File: src/hw/dwp_map.vh
// constants for the dual wiper two-wire slave
`ifndef DWP_MAP_VH
`define DWP_MAP_VH
`define DWP_CTRL_CODE 4'h5
`define DWP_CMD_WR0 8'hA9
`define DWP_CMD_WR1 8'hAA
`define DWP_CMD_WRB 8'hAF
`define DWP_WIPER_RST 8'h00
`define DWP_ST_IDLE 3'h0
`define DWP_ST_ADDR 3'h1
`define DWP_ST_WACK 3'h2
`define DWP_ST_WRX 3'h3
`define DWP_ST_TX 3'h4
`define DWP_ST_TACK 3'h5
`define DWP_BIT_LAST 3'h7
`endif

File: src/hw/dwp_slave.v
// two-wire slave serving two 8-bit wiper position registers
// How it works
// - control byte upper nibble must be 0101 to respond
// - control bits 3..1 compared with three strapped select inputs
// - control bit 0 one means read, zero means write
// - acknowledge the control byte only on full match
// - every byte shifted most significant bit first
// - receiver drives ninth-bit acknowledge; device for bytes it receives
// - read sends wiper 0 first after the control acknowledge
// - after master ack of wiper 0, send wiper 1
// - write is control with direction zero, ack, then command byte
// - commands A9 wiper 0, AA wiper 1, AF both wipers
// - wiper 0 command: first data to wiper 0, second to wiper 1
// - wiper 1 command: data to wiper 1 only
// - both command: one data byte loads both wipers
// - both wipers clear to 00h at reset
// - after master nack, release the data line
`include "dwp_map.vh"
`timescale 1ns/100ps
`default_nettype none
module dwp_slave (
    input wire clk_sys,
    input wire sys_rst,
    input wire scl_in,
    input wire sda_in,
    output wire sda_out,
    output reg sda_oe_r,
    input wire select_pin_bit0,
    input wire select_pin_bit1,
    input wire select_pin_bit2,
    output reg [7:0] first_wiper_output,
    output reg [7:0] second_wiper_output
);
    reg scl_s1_r, scl_s2_r, scl_d_r;
    reg sda_s1_r, sda_s2_r, sda_d_r;
    reg [2:0] sel_s1_r, sel_s2_r;
    reg [2:0] state_r;
    reg [2:0] bit_r;
    reg [7:0] shift_r;
    reg [1:0] byte_r;
    reg [7:0] cmd_r;
    reg rd_r;
    reg commit_r;
    reg full_r; // eight bits taken since the last byte boundary
    wire scl_rise, scl_fall, start_det, stop_det;
    wire [7:0] rx_byte;

    assign sda_out = 1'b0; // open drain: only ever pulls low
    assign scl_rise = scl_s2_r & ~scl_d_r;
    assign scl_fall = ~scl_s2_r & scl_d_r;
    assign start_det = scl_s2_r & scl_d_r & sda_d_r & ~sda_s2_r;
    assign stop_det = scl_s2_r & scl_d_r & ~sda_d_r & sda_s2_r;
    assign rx_byte = {shift_r[6:0], sda_s2_r};

    // two-flop synchronisers for pins
    always @(posedge clk_sys) begin
        if (sys_rst) begin
            scl_s1_r <= 1'b1;
            scl_s2_r <= 1'b1;
            scl_d_r <= 1'b1;
            sda_s1_r <= 1'b1;
            sda_s2_r <= 1'b1;
            sda_d_r <= 1'b1;
            sel_s1_r <= 3'h0;
            sel_s2_r <= 3'h0;
        end else begin
            scl_s1_r <= scl_in;
            scl_s2_r <= scl_s1_r;
            scl_d_r <= scl_s2_r;
            sda_s1_r <= sda_in;
            sda_s2_r <= sda_s1_r;
            sda_d_r <= sda_s2_r;
            sel_s1_r <= {select_pin_bit2, select_pin_bit1, select_pin_bit0};
            sel_s2_r <= sel_s1_r;
        end
    end

    // protocol state machine and wiper registers
    always @(posedge clk_sys) begin
        if (sys_rst) begin
            state_r <= `DWP_ST_IDLE;
            bit_r <= 3'h0;
            shift_r <= 8'h00;
            byte_r <= 2'h0;
            cmd_r <= 8'h00;
            rd_r <= 1'b0;
            commit_r <= 1'b0;
            full_r <= 1'b0;
            sda_oe_r <= 1'b0;
            first_wiper_output <= `DWP_WIPER_RST;
            second_wiper_output <= `DWP_WIPER_RST;
        end else if (start_det) begin
            state_r <= `DWP_ST_ADDR;
            bit_r <= 3'h0;
            byte_r <= 2'h0;
            commit_r <= 1'b0;
            full_r <= 1'b0;
            sda_oe_r <= 1'b0;
        end else if (stop_det) begin
            state_r <= `DWP_ST_IDLE;
            commit_r <= 1'b0;
            sda_oe_r <= 1'b0;
        end else begin
            case (state_r)
                `DWP_ST_IDLE: begin
                    sda_oe_r <= 1'b0;
                end
                `DWP_ST_ADDR: begin
                    if (scl_rise) begin
                        shift_r <= rx_byte;
                        bit_r <= bit_r + 3'h1;
                        if (bit_r == `DWP_BIT_LAST)
                            full_r <= 1'b1;
                    end
                    if (scl_fall && full_r) begin
                        // eighth bit taken on the last rising edge
                        full_r <= 1'b0;
                        if (shift_r[7:4] == `DWP_CTRL_CODE &&
                                shift_r[3:1] == sel_s2_r) begin
                            rd_r <= shift_r[0];
                            sda_oe_r <= 1'b1;
                            state_r <= `DWP_ST_WACK;
                        end else begin
                            state_r <= `DWP_ST_IDLE;
                        end
                    end
                end
                `DWP_ST_WACK: begin
                    // end of our acknowledge slot
                    if (scl_fall) begin
                        bit_r <= 3'h0;
                        if (commit_r) begin
                            commit_r <= 1'b0;
                            case (cmd_r)
                                `DWP_CMD_WR0: begin
                                    if (byte_r == 2'h2)
                                        first_wiper_output <= shift_r;
                                    else if (byte_r == 2'h3)
                                        second_wiper_output <= shift_r;
                                end
                                `DWP_CMD_WR1: begin
                                    if (byte_r == 2'h2)
                                        second_wiper_output <= shift_r;
                                end
                                `DWP_CMD_WRB: begin
                                    if (byte_r == 2'h2) begin
                                        first_wiper_output <= shift_r;
                                        second_wiper_output <= shift_r;
                                    end
                                end
                                default: begin
                                    sda_oe_r <= 1'b0;
                                end
                            endcase
                            if (byte_r == 2'h3)
                                cmd_r <= 8'h00; // extra bytes ignored
                        end
                        if (rd_r && byte_r == 2'h0) begin
                            shift_r <= first_wiper_output;
                            sda_oe_r <= ~first_wiper_output[7];
                            byte_r <= 2'h1;
                            state_r <= `DWP_ST_TX;
                        end else begin
                            sda_oe_r <= 1'b0;
                            // count bytes after the ack so the commit sees its own index
                            if (byte_r != 2'h3)
                                byte_r <= byte_r + 2'h1;
                            state_r <= `DWP_ST_WRX;
                        end
                    end
                end
                `DWP_ST_WRX: begin
                    if (scl_rise) begin
                        shift_r <= rx_byte;
                        bit_r <= bit_r + 3'h1;
                        if (bit_r == `DWP_BIT_LAST)
                            full_r <= 1'b1;
                    end
                    if (scl_fall && full_r) begin
                        // full byte in: ack it
                        full_r <= 1'b0;
                        sda_oe_r <= 1'b1;
                        if (byte_r == 2'h1)
                            cmd_r <= shift_r;
                        commit_r <= (byte_r != 2'h1); // data bytes commit at ack end
                        state_r <= `DWP_ST_WACK;
                    end
                end
                `DWP_ST_TX: begin
                    if (scl_fall) begin
                        if (bit_r == `DWP_BIT_LAST) begin
                            sda_oe_r <= 1'b0; // master drives ack
                            state_r <= `DWP_ST_TACK;
                        end else begin
                            shift_r <= {shift_r[6:0], 1'b0};
                            sda_oe_r <= ~shift_r[6];
                            bit_r <= bit_r + 3'h1;
                        end
                    end
                end
                `DWP_ST_TACK: begin
                    if (scl_rise) begin
                        if (sda_s2_r) begin
                            state_r <= `DWP_ST_IDLE;
                        end else begin
                            bit_r <= 3'h0;
                            rd_r <= 1'b1;
                            shift_r <= (byte_r == 2'h1) ? second_wiper_output : 8'hFF;
                            byte_r <= 2'h2;
                        end
                    end
                    if (scl_fall && !sda_s2_r) begin
                        sda_oe_r <= ~shift_r[7];
                        state_r <= `DWP_ST_TX;
                    end
                end
                default: begin
                    state_r <= `DWP_ST_IDLE;
                end
            endcase
        end
    end
endmodule
`default_nettype wire

File: config.mk
export PLATFORM = sky130hd
export DESIGN_NAME = dwp_slave
export DESIGN_NICKNAME = d
export VERILOG_FILES = /design/src/hw/dwp_slave.v
export VERILOG_INCLUDE_DIRS = /design/src /design/src/hw
export SDC_FILE = /design/constraint.sdc
export NUM_CORES = 1
export LEC_CHECK = 0
export BUFFER_PORTS_ARGS = -buffer_cell sky130_fd_sc_hd__buf_2
export CAP_MARGIN = 20
export CORE_UTILIZATION = 59
export DETAILED_ROUTE_END_ITERATION = 10
export GPL_TIMING_DRIVEN = 0
export PLACE_DENSITY = 0.81
export SLEW_MARGIN = 20
export SYNTH_ARGS = -nofsm -noshare
export SYNTH_HDL_FRONTEND = slang
export SYNTH_SLANG_ARGS = --single-unit
export TNS_END_PERCENT = 30
File: constraint.sdc
create_clock -name clk_sys -period 2.9 [get_ports clk_sys]
set_input_delay 0.29 -clock clk_sys [delete_from_list [all_inputs] [get_ports clk_sys]]
set_output_delay 0.29 -clock clk_sys [all_outputs]
set_load 0.1 [all_outputs]
# Yosys cells after proc, flatten, opt, wreduce, memory -nomap -nowiden
# Index checks and enable logic that the tools add are counted.
dict set report word_totals {
  in_bits 7
  output_inout_bits 18
  reg_bits 56
}
dict set report classes {
  bitwise_logic 17
  add_sub_neg 2
  eq_ne 45
  reduce_logical 32
  n_mux 65
}
# cell n
set op_table {}
lappend op_table {{$mux W8} 16}
lappend op_table {{$mux W3} 15}
lappend op_table {{$ne A2 B2 Y1 const B} 17}
lappend op_table {{$pmux W8 S2} 2}
lappend op_table {{$pmux W8 S4} 1}
lappend op_table {{$reduce_and A8 Y1} 4}
lappend op_table {{$eq A8 B8 Y1 const B} 3}
lappend op_table {{$reduce_and A7 Y1} 3}
lappend op_table {{$ne A4 B4 Y1 const B} 5}
lappend op_table {{$mux W1} 19}
lappend op_table {{$pmux W3 S6} 1}
lappend op_table {{$mux W2} 6}
lappend op_table {{$ne A3 B3 Y1 const B} 4}
lappend op_table {{$pmux W3 S4} 1}
lappend op_table {{$reduce_bool A2 Y1} 6}
lappend op_table {{$ne A5 B5 Y1 const B} 2}
lappend op_table {{$not A1 Y1} 10}
lappend op_table {{$reduce_and A10 Y1} 1}
lappend op_table {{$eq A3 B3 Y1 const B} 3}
lappend op_table {{$reduce_and A9 Y1} 1}
lappend op_table {{$reduce_or A2 Y1} 4}
lappend op_table {{$and A1 B1 Y1} 7}
lappend op_table {{$eq A3 B2 Y1 const B} 2}
lappend op_table {{$ne A2 B1 Y1 const B} 3}
lappend op_table {{other kinds (20)} 25}

# Depth between registers and ports, before layout
dict set report logic_depth {
  ltp_word 7
  depth_mapped 8
}

# Least setup slack after synthesis
# Ideal clock, no wire load.
dict set report synth_path {
  kind {flip-flop to flip-flop}
  start {register bit_r[0]}
  end {register shift_r[1]}
  path_buffers 1
  required_time_ps 2772
  path_stages_with_launch 9
  synth_period_minus_slack_ps 2199
  t_arrival_ps 2071
  path_slack_ps 701
  path_cell_list {dfxtp_1 -> ha_1 -> ha_1 -> or3b_1 -> a211o_1 -> a221oi_2 -> buf_4 -> mux2i_1 -> nor2_1}
}
dict set report synth_between {
  elab_chain_len 3
}
# item line
set synth_rtl {}
lappend synth_rtl {{start: declaration} dwp_slave.v:38} ;# reg [2:0] bit_r;
lappend synth_rtl {{start signal: assignment} dwp_slave.v:111} ;# bit_r <= bit_r + 3'h1;
lappend synth_rtl {{start signal: assignment} dwp_slave.v:175} ;# bit_r <= bit_r + 3'h1;
lappend synth_rtl {{start signal: assignment} dwp_slave.v:197} ;# bit_r <= bit_r + 3'h1;
lappend synth_rtl {{$eq A3 B3 Y1 (no source line)} n/a}
lappend synth_rtl {{$ne A2 B2 Y1 (no source line)} n/a}
lappend synth_rtl {{$reduce_and A10 Y1 (no source line)} n/a}
lappend synth_rtl {{end signal: assignment} dwp_slave.v:110} ;# shift_r <= rx_byte;
lappend synth_rtl {{end signal: assignment} dwp_slave.v:159} ;# shift_r <= first_wiper_output;
lappend synth_rtl {{end signal: assignment} dwp_slave.v:174} ;# shift_r <= rx_byte;
lappend synth_rtl {{end: declaration} dwp_slave.v:39} ;# reg [7:0] shift_r;
# No other way between the ends.
# A chain may end at the register's enable or synchronous reset.

# Final worst setup path
dict set report layout_path {
  start {register bit_r[0]}
  end {register shift_r[3]}
}
# Same word-level chain as after synthesis.

==> summary.md <==
| Metric | Value |
|---|---|
| Tot GR Track Use | `a little over a quarter` |
| Post-route ant nets | `0` |
| DRC | `0` |
| Outcome | `finished, final reports clean` |
| Diode count | `0` |
| Total Power | `about 1.3 mW` |
| Upper clock frequency limit | `just over 400 MHz` |
| Commonest non-fill, non-tap cell in the layout | `dfxtp_1` |
| Global route overflow | `0` |
| RSZ-0062 raised after global routing | `no` |
| Post-synth cell types | `50` |
| WS Path Type | `reg -> reg` |
| Hold Fails Final Rpt | `0` |
| Finish-stage setup viols | `0` |
| Die X | `roughly 71 um` |
| Tightest Pin Transition | `between 600 and 700 ps` |
| CP Launch Type | `flop` |
| Crit-path max FO | `10` |
| Cell family with the largest share of critical-path delay | `compound AO/OA/AOI/OAI gates` |
| Rows | `24` |
| Post-cts sizing count | `0` |
| Via density | `5.88` |
| Mapped Nets | `between 300 and 400` |
| CTS tree | `built` |
| Vias in the first global route | `approximately 2,100` |
| Mapped Avg Cell Area | `roughly 8.6 um2` |
| Hpwl dp | `approximately 4600 um` |
| Clock tree buffer depth | `2` |
| CP max stage cell | `or3b_1` |
| Die area | `roughly 5000 um2` |
| Fin cells | `approximately 410` |
| Slew Limit Headroom | `between 50% and 60%` |
| Setup repair bufs after CTS | `0` |
| Leakage power | `1.29 nW` |
| Avg WL per Cell | `around 15 um` |
| Maximum VDD drop | `between 200 and 300 uV` |
| Yosys reg bits | `56` |
| Register-to-Register Setup Slack | `410 ps` |
| Worst hold path class | `in -> reg` |
| Vias | `about 2,400` |
| Commonest cells after routing, fill and taps aside | `dfxtp_1, nor2_1, a21oi_1, buf_2, mux2i_1` |
| Gate Count Post-Synth | `325` |
| Power density over the cells | `412 nW/um2` |
| Clk pin slew, worst setup/hold paths | `roughly 100 ps` |
| Crit share post-route | `between 80% and 90%` |
| Max Cap Viol | `0` |
| Sequential fraction of the synthesis area | `40.2%` |
| Layout cells sized above 1 | `14.9%` |
| Critical path's most frequent cell | `ha_1` |
| DRT iter0 DRCs | `around 170` |
| Drt first pass iters | `6` |
| Placer's final routability congestion estimate | `around 0.98` |
| H-tree levels | `2` |
| Largest net degree at the start of global routing | `18` |
| Fin. max-slew vios | `0` |
| Area of the core | `~4400 um2` |
| Mapped Area | `approximately 2800 um2` |
| Syn-to-layout area delta | `9.77%` |
| Crit-path cells | `ha_1 > ha_1 > or3b_1 > a211o_1 > a221oi_2 > buf_4 > mux2i_1 > nor2_1` |
| # hold bufs at CTS | `0` |
| Drt total wl | `~6300 um` |
| CP Data Arrival Time | `~2700 ps` |
| Ports | `25` |
| Dominant synthesized flop cell | `dfxtp_1` |
| CTS Buf Count | `5` |
| Post-synth EDFFs | `0` |
| Initial Utilization | `a little over three fifths` |
| Setup TNS | `0 ps` |
| Initial antenna violation count | `0` |
| Buffers on Ports | `23` |
| CP Capture Type | `flop` |
| Root buffer cell | `clkbuf_8` |
| Minimum clock period | `2490 ps` |
| Clock Latency Late Sink | `between 300 and 400 ps` |
| Ys async rst share | `0%` |
| Nets | `369` |
| Final clock skew | `a little under 8 ps` |
| Data required, critical path | `just over 3000 ps` |
| Buf+Inv Stages, Crit Path | `1` |
| Die height | `70.8 um` |
| DP Cell Count | `400` |
| Clock Sinks | `56` |
| Max incr delay on CP | `between 300 and 400 ps` |
| First-pass GRT wire length | `a little over 10,000 um` |
| YS warnings | `0` |
==> flip-flops by register name (all words and copies together), names as in the netlist <==
name / flops
bit_r: 3
byte_r: 2
cmd_r: 8
commit_r: 1
first_wiper_output: 8
full_r: 1
rd_r: 1
scl_d_r: 1
scl_s1_r: 1
scl_s2_r: 1
sda_d_r: 1
sda_oe_r: 1
sda_s1_r: 1
sda_s2_r: 1
second_wiper_output: 8
sel_s1_r: 3
sel_s2_r: 3
shift_r: 8
state_r: 3
==> path summary, 6_finish.rpt <==
check        startpoint    endpoint  cells past startpoint
max            bit_r[0]  shift_r[3]                      8
min              scl_in    scl_s1_r                      2
max reg2reg    bit_r[0]  shift_r[3]                      8
min reg2reg    scl_s1_r    scl_s2_r                      1
==> through the flow <==
stage | hold slack [ps] | instance area, um2 | utilization (%) | setup WS (ps)
after floorplan | 389 | 2790 | - | 701
after global placement | 390 | 2970 | 66.9 | 474
after detailed placement | 393 | 2970 | 66.9 | 448
after CTS | 149 | 3060 | 68.9 | 421
after global routing | 148 | 3060 | 68.9 | 289
final | 156 | 3060 | 68.9 | 413
==> final cells by class <==
type,count,area [um2]
Fill cell,364,1380
Tap cell,52,65.1
Clock inverter,2,16.3
Clock buffer,6,72.6
Buffer,21,88.8
Multi-Input combinational cell,240,1560
Timing Repair Buffer,23,115
Inverter,8,30.0
Sequential cell,56,1120
==> cell usage after synthesis, types with 3 or more instances <==
library cell  count  area [um2]
a211oi_1          3        22.5
a21oi_1          31         155
clkbuf_1         16        60.1
dfxtp_1          56        1120
ha_1              7        87.6
inv_1             8        30.0
mux2i_1          25         250
nand2_1          12        45.0
nand2b_1         15        93.8
nand3_1          17        85.1
nand3b_1          3        22.5
nor2_1           37         139
nor2b_1          12        75.1
nor3_1           12        60.1
nor3b_1           5        37.5
o21ai_0           8        40.0
or2_2            11        68.8
or3b_1            3        26.3
xor2_1            3        26.3
==> report_power, final <==
part | switching (mW) | internal (mW) | total (mW) | leakage [nW]
registers | 0.00332 | 0.776 | 0.779 | 0.453
clock network | 0.252 | 0.172 | 0.425 | 0.0414
logic | 0.0395 | 0.0194 | 0.0589 | 0.792
total | 0.295 | 0.968 | 1.26 | 1.29
==> cell families after synthesis <==
| group | share of synthesized area (%) |
|---|---|
| mux | 8.96 |
| fa+ha+maj | 3.50 |
| flops | 40.2 |
| compound gates | 14.3 |
| buf+inv | 4.26 |
| simple gates | 27.1 |
| xor+xnor | 1.57 |
| other cells | 0.134 |
==> per-layer routing <==
layer | wire (um) | GRT usage (%) | vias to the layer above
li1 | - | - | 1197
met1 | 2880 | 38.5 | 1102
met2 | 2800 | 39.0 | 92
met3 | 524 | 5.13 | 10
met4 | 114 | 8.67 | 0
met5 | 0 | 0 | -
Note: power is estimated with default switching activity, not from simulation.
